## src/oltic_pkg.sv

```systemverilog
// Package for the octal transmit input stage: register map, codes, carriers.
// Assumes a 250 MHz core clock and a 32-bit AXI4-Lite register port.
package oltic_pkg;
   localparam int NCHAN      = 8;
   localparam int FIFO_DEPTH = 8;
   localparam int CLK_NS     = 4;
   // Width of one line pulse, timed from the core clock
   localparam int PULSE_NS   = 200;
   localparam logic [5:0] PULSE_CYC = 6'((PULSE_NS + CLK_NS - 1) / CLK_NS);

   // Register indices; byte address is four times the index
   localparam logic [9:0] IDX_CHAN_CTRL = 10'h000;
   localparam logic [9:0] IDX_GLOBAL    = 10'h082;
   localparam logic [9:0] IDX_STATUS    = 10'h083;
   localparam int GLB_HANDOVER_BIT = 7;
   localparam int GLB_E1_BIT       = 0;
   localparam int STS_ON_LSB       = 0;
   localparam int STS_OVR_LSB      = 8;
   localparam int STS_MODE_BIT     = 16;
   localparam logic [3:0] CTRL_RESET     = 4'h0;
   localparam logic       HANDOVER_RESET = 1'b0;
   localparam logic       E1_RESET       = 1'b0;
   localparam logic [1:0] RESP_OKAY      = 2'h0;
   localparam logic [1:0] RESP_SLVERR    = 2'h2;

   // Line symbol codes held in the coder delay line
   typedef enum logic [1:0] {
      CODE_ZERO  = 2'h0,
      CODE_MARK  = 2'h1,
      CODE_BIPOL = 2'h2,
      CODE_VIOL  = 2'h3
   } oltic_code_e;
   // Oldest to newest: 0 0 0 V B 0 V B
   localparam logic [15:0] B8ZS_PAT      = 16'h038E;
   // Newest four: B 0 0 V and 0 0 0 V
   localparam logic [7:0]  HDB3_EVEN_PAT = 8'h83;
   localparam logic [7:0]  HDB3_ODD_PAT  = 8'h03;

   typedef enum logic [1:0] {
      REG_NONE   = 2'h0,
      REG_CTRL   = 2'h1,
      REG_GLOBAL = 2'h3,
      REG_STATUS = 2'h2
   } oltic_reg_e;

   typedef struct packed {
      logic all_ones;
      logic ami;
      logic single_rail;
      logic turn_on;
   } oltic_ctrl_s;

   typedef struct packed {
      logic [2:0] chan;
      logic       pos;
      logic       neg;
   } oltic_word_s;

   localparam int WORD_W = $bits(oltic_word_s);
endpackage

```

## src/oltic_fifo.sv

```systemverilog
// Synchronous FIFO of flip-flops between sample capture and line coder.
// Assumes one clock; the drain side may stall at will.
`timescale 1ns/10ps
module oltic_fifo #(
   parameter int WIDTH = 5,
   parameter int DEPTH = 8
) (
   // Clock and reset
   input  wire logic             core_clk,
   input  wire logic             reset,
   // Fill side
   input  wire logic [WIDTH-1:0] in_data,
   input  wire logic             in_valid,
   output logic                  in_ready,
   // Drain side
   output logic [WIDTH-1:0]      out_data,
   output logic                  out_valid,
   input  wire logic             out_ready
);
   localparam int AW = $clog2(DEPTH);

   logic [WIDTH-1:0] mem_q [DEPTH];
   logic [AW:0]      wr_q;
   logic [AW:0]      rd_q;
   logic             full;
   logic             empty;

   assign empty     = wr_q == rd_q;
   assign full      = (wr_q[AW] != rd_q[AW]) && (wr_q[AW-1:0] == rd_q[AW-1:0]);
   assign in_ready  = !full;
   assign out_valid = !empty;
   assign out_data  = mem_q[rd_q[AW-1:0]];

   always_ff @(posedge core_clk) begin
      if (reset) begin
         wr_q <= '0;
         rd_q <= '0;
      end else begin
         if (in_valid && !full) begin
            wr_q <= wr_q + 1'b1;
         end
         if (out_ready && !empty) begin
            rd_q <= rd_q + 1'b1;
         end
      end
   end

   // Storage needs no reset; empty hides stale words
   always_ff @(posedge core_clk) begin
      if (in_valid && !full) begin
         mem_q[wr_q[AW-1:0]] <= in_data;
      end
   end
endmodule // oltic_fifo

```

## src/oltic_top.sv

```systemverilog
// Octal transmit input stage: pin sampling, line coding, driver enables.
// Assumes framer pins are asynchronous to core_clk; registers over AXI4-Lite.
//
// Decided for this implementation: the AXI4-Lite register port and the register offsets.
`timescale 1ns/10ps
// Notes on behaviour
// - Data are sampled on rising transmit clock edges when edge select is high, else falling.
// - In dual-rail use the positive input drives positive pulses and the negative negative.
// - In single-rail use the positive input is NRZ data and the negative carries none.
// - A low coding select gives B8ZS (T1) or HDB3 (E1) coding, a high one plain AMI.
// - The transmit clock only samples data; pulse timing comes from the core clock.
// - A high all-ones input sends continuous ones, a low one ends them.
// - A high turn-on input enables a channel, a low one floats its line driver.
// - In register mode a per-channel control bit turns each channel on or off.
// - Bit 7 of the register at 0x82 hands turn-on control to the pins.
// - Mode pin high selects pin control, low selects register control.
module oltic_top (
   // Clock and reset
   input  wire logic        core_clk,
   input  wire logic        reset,
   // AXI4-Lite slave
   input  wire logic [11:0] s_axi_awaddr,
   input  wire logic        s_axi_awvalid,
   output logic             s_axi_awready,
   input  wire logic [31:0] s_axi_wdata,
   input  wire logic [3:0]  s_axi_wstrb,
   input  wire logic        s_axi_wvalid,
   output logic             s_axi_wready,
   output logic [1:0]       s_axi_bresp,
   output logic             s_axi_bvalid,
   input  wire logic        s_axi_bready,
   input  wire logic [11:0] s_axi_araddr,
   input  wire logic        s_axi_arvalid,
   output logic             s_axi_arready,
   output logic [31:0]      s_axi_rdata,
   output logic [1:0]       s_axi_rresp,
   output logic             s_axi_rvalid,
   input  wire logic        s_axi_rready,
   // Framer pins
   input  wire logic        tx_edge_select,
   input  wire logic        pin_or_register_mode,
   input  wire logic [7:0]  chan_tx_clock,
   input  wire logic [7:0]  tx_pos_rail_in,
   input  wire logic [7:0]  tx_neg_rail_in,
   input  wire logic [7:0]  send_all_ones,
   input  wire logic [7:0]  chan_turn_on,
   // Line driver
   output logic [7:0]       line_out_plus,
   output logic [7:0]       line_out_plus_oe_n,
   output logic [7:0]       line_out_minus,
   output logic [7:0]       line_out_minus_oe_n
);
   localparam int NC = oltic_pkg::NCHAN;
   localparam int SW = 5 * NC + 2;

   function automatic oltic_pkg::oltic_reg_e reg_kind(input logic [11:0] addr);
      logic [9:0] idx;
      idx = addr[11:2];
      if (idx[9:3] == oltic_pkg::IDX_CHAN_CTRL[9:3]) begin
         reg_kind = oltic_pkg::REG_CTRL;
      end else if (idx == oltic_pkg::IDX_GLOBAL) begin
         reg_kind = oltic_pkg::REG_GLOBAL;
      end else if (idx == oltic_pkg::IDX_STATUS) begin
         reg_kind = oltic_pkg::REG_STATUS;
      end else begin
         reg_kind = oltic_pkg::REG_NONE;
      end
   endfunction

   function automatic logic [2:0] first_set(input logic [7:0] v);
      first_set = 3'h0;
      for (int i = 7; i >= 0; i--) begin
         if (v[i]) begin
            first_set = 3'(i);
         end
      end
   endfunction

   // Pin synchronisers
   logic [SW-1:0] sync1_q;
   logic [SW-1:0] sync2_q;
   logic          edge_sel_s;
   logic          pin_mode_s;
   logic [7:0]    tclk_s;
   logic [7:0]    pos_s;
   logic [7:0]    neg_s;
   logic [7:0]    ones_s;
   logic [7:0]    on_s;
   logic [7:0]    line_code_select;

   always_ff @(posedge core_clk) begin
      if (reset) begin
         sync1_q <= '0;
         sync2_q <= '0;
      end else begin
         sync1_q <= {tx_edge_select, pin_or_register_mode, chan_tx_clock,
                     tx_pos_rail_in, tx_neg_rail_in, send_all_ones, chan_turn_on};
         sync2_q <= sync1_q;
      end
   end
   assign {edge_sel_s, pin_mode_s, tclk_s, pos_s, neg_s, ones_s, on_s} = sync2_q;
   // Negative rail pin doubles as coding select in single-rail use under pin control; register control uses the ami bit
   assign line_code_select = neg_s;

   // Registers
   oltic_pkg::oltic_ctrl_s ctrl_q [NC];
   logic                   hand_q;
   logic                   e1_q;
   logic [7:0]             ovr_q;
   logic [7:0]             ones_eff;
   logic [7:0]             on_eff;
   logic [7:0]             ami_eff;

   always_comb begin
      for (int c = 0; c < NC; c++) begin
         ones_eff[c] = pin_mode_s ? ones_s[c] : ctrl_q[c].all_ones;
         on_eff[c]   = (pin_mode_s || hand_q) ? on_s[c] : ctrl_q[c].turn_on;
         ami_eff[c]  = pin_mode_s ? line_code_select[c] : ctrl_q[c].ami;
      end
   end

   // Edge capture, one sample held per channel until queued
   logic [7:0] tclk_p_q;
   logic [7:0] cap;
   logic [7:0] pend_q;
   logic [7:0] hpos_q;
   logic [7:0] hneg_q;
   logic [2:0] g;
   logic       fifo_in_ready;
   logic       grant;

   // One select for every channel
   assign cap   = edge_sel_s ? (tclk_s & ~tclk_p_q) : (~tclk_s & tclk_p_q);
   assign g     = first_set(pend_q);
   assign grant = (|pend_q) && fifo_in_ready;

   always_ff @(posedge core_clk) begin
      if (reset) begin
         tclk_p_q <= '0;
         pend_q   <= '0;
         hpos_q   <= '0;
         hneg_q   <= '0;
      end else begin
         tclk_p_q <= tclk_s;
         for (int c = 0; c < NC; c++) begin
            if (cap[c]) begin
               pend_q[c] <= 1'b1;
               hpos_q[c] <= pos_s[c];
               hneg_q[c] <= neg_s[c];
            end else if (grant && g == 3'(c)) begin
               pend_q[c] <= 1'b0;
            end
         end
      end
   end

   // Data FIFO; drain stalls while the channel's pulse is on the line
   oltic_pkg::oltic_word_s           in_word;
   oltic_pkg::oltic_word_s           head;
   logic [oltic_pkg::WORD_W-1:0]     fifo_out;
   logic                             fifo_out_valid;
   logic                             pop_ok;
   logic                             pop;
   logic [2:0]                       h;
   logic [5:0]                       timer_q [NC];

   assign in_word = '{chan: g, pos: hpos_q[g], neg: hneg_q[g]};
   assign head    = oltic_pkg::oltic_word_s'(fifo_out);
   assign h       = head.chan;
   assign pop_ok  = timer_q[h] == 6'h00;
   assign pop     = fifo_out_valid && pop_ok;

   oltic_fifo #(
      .WIDTH (oltic_pkg::WORD_W),
      .DEPTH (oltic_pkg::FIFO_DEPTH)
   ) u_fifo (
      .core_clk  (core_clk),
      .reset     (reset),
      .in_data   (in_word),
      .in_valid  (|pend_q),
      .in_ready  (fifo_in_ready),
      .out_data  (fifo_out),
      .out_valid (fifo_out_valid),
      .out_ready (pop_ok)
   );

   // Line coder, eight-symbol delay line per channel for substitutions
   logic [15:0] sh_q [NC];
   logic [7:0]  par_q;
   logic [7:0]  pol_q;
   logic        coded;
   logic        mark;
   logic        par_d;
   logic        pol_d;
   logic        em_pos;
   logic        em_neg;
   logic [15:0] sh_d;
   logic [1:0]  ex;

   always_comb begin
      coded = ctrl_q[h].single_rail || ones_eff[h];
      mark  = head.pos || ones_eff[h];
      sh_d  = {sh_q[h][13:0], mark ? oltic_pkg::CODE_MARK : oltic_pkg::CODE_ZERO};
      par_d = par_q[h] ^ mark;
      if (ctrl_q[h].single_rail && !ami_eff[h]) begin
         if (!e1_q && sh_d == 16'h0000) begin
            sh_d = oltic_pkg::B8ZS_PAT;
         end else if (e1_q && sh_d[7:0] == 8'h00) begin
            sh_d[7:0] = par_q[h] ? oltic_pkg::HDB3_ODD_PAT : oltic_pkg::HDB3_EVEN_PAT;
            par_d     = 1'b0;
         end
      end
      ex     = sh_q[h][15:14];
      pol_d  = (ex == oltic_pkg::CODE_VIOL || ex == oltic_pkg::CODE_ZERO) ? pol_q[h] : ~pol_q[h];
      em_pos = coded ? (ex != oltic_pkg::CODE_ZERO && pol_d) : head.pos;
      em_neg = coded ? (ex != oltic_pkg::CODE_ZERO && !pol_d) : head.neg;
   end

   always_ff @(posedge core_clk) begin
      if (reset) begin
         par_q <= '0;
         pol_q <= '0;
         for (int c = 0; c < NC; c++) begin
            sh_q[c] <= '0;
         end
      end else if (pop && coded) begin
         sh_q[h]  <= sh_d;
         par_q[h] <= par_d;
         pol_q[h] <= pol_d;
      end
   end

   // Pulse shaping timed by core clock only
   logic [7:0] oe_n_q;

   always_ff @(posedge core_clk) begin
      if (reset) begin
         line_out_plus  <= '0;
         line_out_minus <= '0;
         oe_n_q         <= '1;
         for (int c = 0; c < NC; c++) begin
            timer_q[c] <= '0;
         end
      end else begin
         oe_n_q <= ~on_eff;
         for (int c = 0; c < NC; c++) begin
            if (!on_eff[c]) begin
               timer_q[c]        <= '0;
               line_out_plus[c]  <= 1'b0;
               line_out_minus[c] <= 1'b0;
            end else if (pop && h == 3'(c) && (em_pos || em_neg)) begin
               timer_q[c]        <= oltic_pkg::PULSE_CYC;
               line_out_plus[c]  <= em_pos;
               line_out_minus[c] <= em_neg;
            end else if (timer_q[c] != 6'h00) begin
               timer_q[c] <= timer_q[c] - 6'h01;
               if (timer_q[c] == 6'h01) begin
                  line_out_plus[c]  <= 1'b0;
                  line_out_minus[c] <= 1'b0;
               end
            end
         end
      end
   end
   assign line_out_plus_oe_n  = oe_n_q;
   assign line_out_minus_oe_n = oe_n_q;

   // AXI4-Lite slave
   logic                   aw_full_q;
   logic                   w_full_q;
   logic [11:0]            awaddr_q;
   logic [31:0]            wdata_q;
   logic [3:0]             wstrb_q;
   logic                   do_write;
   oltic_pkg::oltic_reg_e  wkind;
   oltic_pkg::oltic_reg_e  rkind;
   logic [31:0]            rd_value;

   assign s_axi_awready = !aw_full_q;
   assign s_axi_wready  = !w_full_q;
   assign s_axi_arready = !s_axi_rvalid;
   assign do_write      = aw_full_q && w_full_q && !s_axi_bvalid;
   assign wkind         = reg_kind(awaddr_q);
   assign rkind         = reg_kind(s_axi_araddr);

   always_comb begin
      unique case (rkind)
         oltic_pkg::REG_CTRL:   rd_value = {28'h000_0000, ctrl_q[s_axi_araddr[4:2]]};
         oltic_pkg::REG_GLOBAL: rd_value = {24'h00_0000, hand_q, 6'h00, e1_q};
         oltic_pkg::REG_STATUS: rd_value = {15'h0000, pin_mode_s, ovr_q, on_eff};
         oltic_pkg::REG_NONE:   rd_value = 32'h0000_0000;
      endcase
   end

   always_ff @(posedge core_clk) begin
      if (reset) begin
         aw_full_q    <= 1'b0;
         w_full_q     <= 1'b0;
         awaddr_q     <= '0;
         wdata_q      <= '0;
         wstrb_q      <= '0;
         s_axi_bvalid <= 1'b0;
         s_axi_bresp  <= oltic_pkg::RESP_OKAY;
         s_axi_rvalid <= 1'b0;
         s_axi_rresp  <= oltic_pkg::RESP_OKAY;
         s_axi_rdata  <= '0;
      end else begin
         if (s_axi_awvalid && !aw_full_q) begin
            aw_full_q <= 1'b1;
            awaddr_q  <= s_axi_awaddr;
         end else if (do_write) begin
            aw_full_q <= 1'b0;
         end
         if (s_axi_wvalid && !w_full_q) begin
            w_full_q <= 1'b1;
            wdata_q  <= s_axi_wdata;
            wstrb_q  <= s_axi_wstrb;
         end else if (do_write) begin
            w_full_q <= 1'b0;
         end
         if (do_write) begin
            s_axi_bvalid <= 1'b1;
            s_axi_bresp  <= (wkind == oltic_pkg::REG_NONE) ? oltic_pkg::RESP_SLVERR
                                                           : oltic_pkg::RESP_OKAY;
         end else if (s_axi_bready) begin
            s_axi_bvalid <= 1'b0;
         end
         if (s_axi_arvalid && !s_axi_rvalid) begin
            s_axi_rvalid <= 1'b1;
            s_axi_rdata  <= rd_value;
            s_axi_rresp  <= (rkind == oltic_pkg::REG_NONE) ? oltic_pkg::RESP_SLVERR
                                                           : oltic_pkg::RESP_OKAY;
         end else if (s_axi_rready) begin
            s_axi_rvalid <= 1'b0;
         end
      end
   end

   always_ff @(posedge core_clk) begin
      if (reset) begin
         hand_q <= oltic_pkg::HANDOVER_RESET;
         e1_q   <= oltic_pkg::E1_RESET;
         for (int c = 0; c < NC; c++) begin
            ctrl_q[c] <= oltic_pkg::CTRL_RESET;
         end
      end else if (do_write && wstrb_q[0]) begin
         if (wkind == oltic_pkg::REG_CTRL) begin
            ctrl_q[awaddr_q[4:2]] <= wdata_q[3:0];
         end else if (wkind == oltic_pkg::REG_GLOBAL) begin
            hand_q <= wdata_q[oltic_pkg::GLB_HANDOVER_BIT];
            e1_q   <= wdata_q[oltic_pkg::GLB_E1_BIT];
         end
      end
   end

   // Overrun: new edge before the held sample was queued; set beats clear
   always_ff @(posedge core_clk) begin
      if (reset) begin
         ovr_q <= '0;
      end else begin
         for (int c = 0; c < NC; c++) begin
            if (cap[c] && pend_q[c] && !(grant && g == 3'(c))) begin
               ovr_q[c] <= 1'b1;
            end else if (do_write && wkind == oltic_pkg::REG_STATUS && wstrb_q[1]
                         && wdata_q[oltic_pkg::STS_OVR_LSB + c]) begin
               ovr_q[c] <= 1'b0;
            end
         end
      end
   end

   for (genvar c = 0; c < NC; c++) begin : g_chk

   end
endmodule // oltic_top
```

## config.mk

```make
export PLATFORM = sky130hd
export DESIGN_NAME = oltic_top
export DESIGN_NICKNAME = d
export VERILOG_FILES = /design/src/oltic_pkg.sv /design/src/oltic_fifo.sv /design/src/oltic_top.sv
export SDC_FILE = /design/constraint.sdc
export NUM_CORES = 1
export LEC_CHECK = 0
export BUFFER_PORTS_ARGS = -buffer_cell sky130_fd_sc_hd__buf_4
export CORE_UTILIZATION = 40
export CTS_BUF_LIST = sky130_fd_sc_hd__clkbuf_4
export CTS_CLUSTER_SIZE = 30
export DETAILED_ROUTE_END_ITERATION = 10
export PLACE_DENSITY = 0.62
export SYNTH_ARGS = -nofsm -noshare
export SYNTH_HDL_FRONTEND = slang
export SYNTH_SLANG_ARGS = --single-unit
```

## constraint.sdc

```tcl
create_clock -name core_clk -period 5.2 [get_ports core_clk]
set_input_delay 0.78 -clock core_clk [delete_from_list [all_inputs] [get_ports core_clk]]
set_output_delay 0.78 -clock core_clk [all_outputs]
set_load 0.05 [all_outputs]
```

==> results of run 1 <==
-- worst max-delay path, stage by stage (launching register included) --
cell,delay [ns]
dfxtp_1,0.69
buf_4,0.25
mux4_2,0.54
mux2i_4,0.45
nor2b_1,0.15
buf_4,0.23
a22o_1,0.28
a211oi_4,0.50
nor2_1,0.10
buf_4,0.20
a21oi_1,0.21
inv_1,0.48
-- cell type report --
type                    count  area [sq um]
diodes                      3          7.51
clock buffers             185          1390
clock inverters            35           226
fillers                  4759         26300
inverters                  60           225
multi-input cells        1227          7680
flip-flops and latches    473         12000
well taps                 672           841
repair buffers            186          1450
-- cells by family after synthesis --
group,after synthesis
flip-flops,473
other,1
AO/OA/AOI/OAI,230
adder cells (fa/ha/maj),26
buffers and inverters,160
multiplexers,161
XOR/XNOR,40
AND/OR/NAND/NOR,753
-- metal layers --
metal  routed length [um]  up-vias  share of wire  GRT usage
met5                   13        -        0.00026          0
met4                 1130        2          0.023     0.0766
met3                 3210      103          0.065     0.0470
met2                23100      455           0.47      0.313
met1                21900     6989           0.44      0.252
li1                     -     6939              -          -
-- power breakdown --
part / internal [W] / switching (W) / total, W
clock: 0.00173 / 0.00154 / 0.00326
sequential: 0.00437 / 0.000253 / 0.00462
combinational: 0.00126 / 0.00216 / 0.00342
-- final timing paths --
check | start | to | slack [ns]
min reg2reg | sync1_q[10] | sync2_q[10] | 0.40
max reg2reg | flip-flop | sh_q[1][13] | 0.65
min | chan_tx_clock[4] | sync1_q[36] | 0.12
max | flip-flop | sh_q[1][13] | 0.65
-- repair_timing --
| item | in CTS | in global routing |
|---|---|---|
| hold endpoints to repair | 13 | 0 |
| setup endpoints to repair | 0 | 0 |
| hold buffers | 13 | 0 |
-- sequential cells by signal, summed over array words and instances (netlist names), 10 cells and up, named ones only --
register	cells
wdata_q	13
u_fifo.mem_q	40
awaddr_q	10
s_axi_rdata	17
sync1_q	42
sh_q	128
ctrl_q	32
timer_q	48
sync2_q	42
-- metrics by stage --
stage                     std cells  setup slack [ns]  utilization
after floorplan                1860             0.711            -
after CTS                      2838             0.602        0.474
after detailed placement       2605             0.639        0.440
final                          2841             0.648        0.475
after global placement         2605             0.678        0.440
after global routing           2841             0.432        0.475
-- cells in the final DEF (no fill, tap or decap), types with 21 or more instances in the layout --
cell type	count
nor2_1	268
clkbuf_4	185
nand2b_1	21
xnor2_1	25
nand3_1	31
a21oi_1	85
inv_1	60
buf_4	171
edfxtp_1	248
clkinv_1	24
a22oi_1	28
ha_1	26
nor3_1	31
mux2i_1	122
o21ai_0	53
nand2_1	191
nor2b_1	100
and2_1	38
dfxtp_1	225
==> results.md, run 1 <==
- Status: complete, but fails checks
- Failing checks: DRC
- Slew headroom: 0.237
- Most used DFF post-synth: edfxtp_1
- Largest net degree at the start of global routing: 129
- Synth area leader: edfxtp_1
- Placed cell area: 22000 sq um
- Worst Hold Class: in2reg
- Maximum VDD drop: 232 uV
- Max clock buf depth: 3
- Chip height: 227 um
- Post-DRT Antenna Nets: 0
- Hold depth: 2
- H-Tree Depth: 3
- Post-synthesis compound-gate area fraction: 0.0718
- Post-synthesis sequential area ratio: 0.589
- Initial antenna violation count: 3
- GRT overflow: 0
- Power Total: 0.0113 W
- Synth area leaders: edfxtp_1, dfxtp_1, mux2i_1
- First-pass GRT wire length: 76700 um
- Overall routing resource usage: 0.194
- Std-Cell Core Area: 50100 sq um
- Routability cong.: 0.872
- Async S/R FF share, synth: 0
- CTS root buffer: clkbuf_4
- Post-layout nets: 2203
- Share of the synthesized area in the top cell type: 0.367
- Worst path arrival time: 4.97 ns
- Top Ports: 182
- Vias in the first global route: 14400
- DRT Pass-1 Iters: 8
- # rows: 82
- Syn-to-layout area delta: 17.1%
- Die Width: 227 um
- Main combinational cell family by area after synthesis: simple AND/OR/NAND/NOR gates
- PortBufs: 139
- Final worst path period share: 0.875
- Fin Setup TNS: 0 ns
- Final non-filler cell area: 23800 sq um
- Critical path startpoint category: flip-flop
- Fin. Hold Viols: 0
- WS Path Type: reg2reg
- Vias per cell: 5.10
- Post-CTS sizing: 0
- Reg2Reg Depth: 11
- Drt drc: 1
- Mapped Cells: 1844
- Count leader, synth: nor2_1
- Yosys warns: 0
- WHS: 0.120 ns
- Max FO, Critical Path: 16
- Commonest cells post-synth: nor2_1, edfxtp_1, dfxtp_1, nand2_1, mux2i_1
- # clock sinks: 473
- EDFF count, synth: 248
- Max-Cap Viols: 0
- FF+latch count, synth: 473
- Slew @ Worst Pin: 1.13 ns
- Pleak: 9.50 nW
- Total number of vias: 14500
- Post-synthesis mux area share: 0.0945
- Reg clk slew, reported paths: 0.06 ns
- Crit end category: flip-flop
- Adder-Cell Fraction of Synth Area: 0.0160
- Skew-Pair Late Insertion Delay: 0.88 ns
- Unrepaired setup endpoints after global routing: false
- Setup Skew: 0.0595 ns
- Power density cells: 475 nW/um^2
- Final count of negative-setup-slack endpoints: 0
- Initial DRC Count: 1015
- Synth Area in XOR/XNOR: 0.0173
- Final WL: 49300 um
- Peak Freq: 220 MHz
- Initial Utilization: 0.405
- Post-Syn Area: 20300 sq um
- Total CTS buffers: 120
- Wirelength per Cell: 17.4 um
- Synth Area per Inst: 11.0 sq um
- Share of layout cells above drive strength 1: 0.195
- CTS tree: built
- Post-CTS setup buffers: 0
- Total die area: 51600 sq um
- Hpwl dp: 33200 um
- WP data required: 5.62 ns
- Post-synth cell types: 64
- Slew Limit Fails: 0
- Final min period: 4.55 ns
- Synth Area in Simple Gates: 0.174
Power figures use the tool's default switching activity.
==> inputs of run 2 (changes only) <==
- PLACE_DENSITY: 0.62 -> 0.65
- clock period: 5.2 -> 3.8 ns (I/O delays scaled with it)
==> run 2 against run 1 <==
The run now ends clean; setup slack got worse by 0.53 ns; clock skew up 0.0058 ns; register-to-register slack worse by 0.53 ns; sequential power is 37% higher; final cell count rose by 4.6%; die area stayed put; global-route usage rose by 0.63 points; count of clock-buffer cells in the layout grew 7; combinational power rose by 53%; critical path depth unchanged; hold slack improved by 0.033 ns; largest cell class unchanged.
==> results.md, run 2 (synthesis gave the netlist of run 1 again) <==
- Status: finished, final reports clean
- Final min period: 3.68 ns (-0.873 ns)
- PortBufs: 139 (unchanged)
- Post-DRT Antenna Nets: 0 (unchanged)
- Vias in the first global route: 15100 (+4.6%)
- Top Ports: 182 (unchanged)
- WHS: 0.153 ns (+0.0329 ns)
- Clock share of power: 0.290 (about the same)
- Final worst path period share: 0.968 (+0.0927)
- Slew headroom: 0.278 (+0.0408)
- Max FO, Critical Path: 7 (-9)
- Worst Hold Class: in2reg
- Register share of total power: 0.388 (-0.021)
- Maximum VDD drop: 342 uV (+47%)
- Peak Freq: 272 MHz (+24%)
- Commonest non-fill, non-tap cells in the layout: nor2_1, edfxtp_1, dfxtp_1, buf_4, clkbuf_4
- Setup Skew: 0.0653 ns (+0.00581 ns)
- Int Power: 0.0107 W (+46%)
- Skew-Pair Late Insertion Delay: 0.94 ns (+0.06 ns)
- Max-Cap Viols: 0 (unchanged)
- Pleak: 10.2 nW (+7.4%)
- Initial DRC Count: 959 (-5.5%)
- First-pass GRT wire length: 78900 um (+2.9%)
- Total number of vias: 15000 (+3.4%)
- Final WL: 50500 um (+2.4%)
- Net Switching: 0.00556 W (+41%)
- Largest net degree at the start of global routing: 62 (-52%)
- Post-layout nets: 2334 (+5.9%)
- Largest register FFs: 128 (unchanged)
- Initial Utilization: 0.405 (unchanged)
- Critical path startpoint category: flip-flop
- Reg clk slew, reported paths: 0.06 ns (about the same)
- Total CTS buffers: 130 (+8.3%)
- WP data required: 4.59 ns (-1.03 ns)
- Routability cong.: 0.852 (-2.3%)
- Die Width: 227 um (unchanged)
- GRT overflow: 0 (unchanged)
- Std-Cell Core Area: 50100 sq um (unchanged)
- Final non-filler cell area: 25200 sq um (+6.1%)
- Slew @ Worst Pin: 1.07 ns (-0.0606 ns)
- Vias per cell: 5.04 (-1.2%)
- CTS root buffer: clkbuf_4
- Syn-to-layout area delta: 24.2%
- Max clock buf depth: 3 (unchanged)
- H-Tree Depth: 4 (+1)
- Fin. Hold Viols: 0 (unchanged)
- Crit end category: flip-flop
- Comb pwr share: 0.321 (+0.019)
- WS Path Type: reg2reg
- Hpwl dp: 33800 um (+1.9%)
- Overall routing resource usage: 0.201 (+0.00634)
- Initial antenna violation count: 1 (-2)
- Wirelength per Cell: 17.0 um (-2.1%)
- Total die area: 51600 sq um (unchanged)
- Drt drc: 0 (-1)
- Power density cells: 647 nW/um^2 (+36%)
- Most flops, register: sh_q
- Slew Limit Fails: 0 (unchanged)
- Placed cell area: 22500 sq um (+2.1%)
- Share of layout cells above drive strength 1: 0.217 (+0.0222)
- Most common cell after layout, fill and taps aside: nor2_1
- Chip height: 227 um (unchanged)
- Final count of negative-setup-slack endpoints: 0 (unchanged)
- Switch share: 0.341 (-0.00821)
- CTS tree: built
- Largest registers: sh_q: 128 flops, timer_q: 48 flops
- # clock sinks: 473 (unchanged)
- Worst path arrival time: 4.47 ns (-0.50 ns)
- # rows: 82 (unchanged)
- DRT Pass-1 Iters: 5 (-3)
- Unrepaired setup endpoints after global routing: true
run 2: timing repair:
item / CTS / global route
endpoints found under the hold margin: 86 / 0
gates cloned: 0 / 1
setup buffers: 4 / 3
hold buffers: 84 / 0
resized for setup: 6 / 10
setup endpoints to repair: 254 / 115
pin swaps: 3 / 5
run 2: layout make-up:
cell class	count	area, sq um
inverter	60	225
timing repair buffer	307	2700
fill	4518	24900
multi-input combinational	1227	7740
tap	672	841
sequential	473	12000
clock buffer	192	1440
antenna	2	5.00
clock inverter	40	294
run 2: routing by layer:
metal,wire [um],share of wire,vias up,GRT usage
met1,22200,0.44,7196,0.248
met3,3060,0.061,96,0.0515
met4,1380,0.027,0,0.0944
li1,-,-,7195,-
met5,0,0,-,0
met2,23900,0.47,487,0.328
run 2: critical path: stages (launching register included):
cell and delay (ns):
dfxtp_4 0.38, mux2i_1 0.14, mux4_4 0.74, mux4_2 0.53, a22o_4 0.29, a211oi_4 0.34
buf_6 0.16, mux2_4 0.33, nor2_1 0.13, buf_4 0.16, a311oi_1 0.07, a2bb2o_1 0.30
run 2: final timing paths:
kind / from / end / slack (ns) / cells past startpoint
worst max-delay path: flip-flop / line_out_minus[3] / 0.12 / 11
worst min-delay path: s_axi_araddr[9] / s_axi_rdata[7] / 0.15 / 5
worst max register to register: flip-flop / line_out_minus[3] / 0.12 / 11
worst min register to register: sync1_q[30] / sync2_q[30] / 0.41 / 1
run 2: power groups by stage:
stage	clock network, W	registers [W]	logic, W
CTS	0.00487	0.00633	0.00513
global placement	0	0.00640	0.00488
floorplan	0	0.00635	0.00339
finish	0.00473	0.00633	0.00524
global route	0.00516	0.00638	0.00572
detailed placement	0	0.00643	0.00498
run 2: per-stage QoR:
stage          power [W]  worst slack, ns  TNS (ns)  instances   util
3_3_place_gp      0.0113           -0.174    -23.61       2647  0.449
2_1_floorplan    0.00974           0.0321         0       1860      -
4_1_cts           0.0163           0.0533         0       2967  0.501
5_1_grt           0.0173          -0.0130   -0.0571       2973  0.503
3_5_place_dp      0.0114           -0.277    -42.75       2647  0.449
6_report          0.0163            0.121         0       2973  0.503
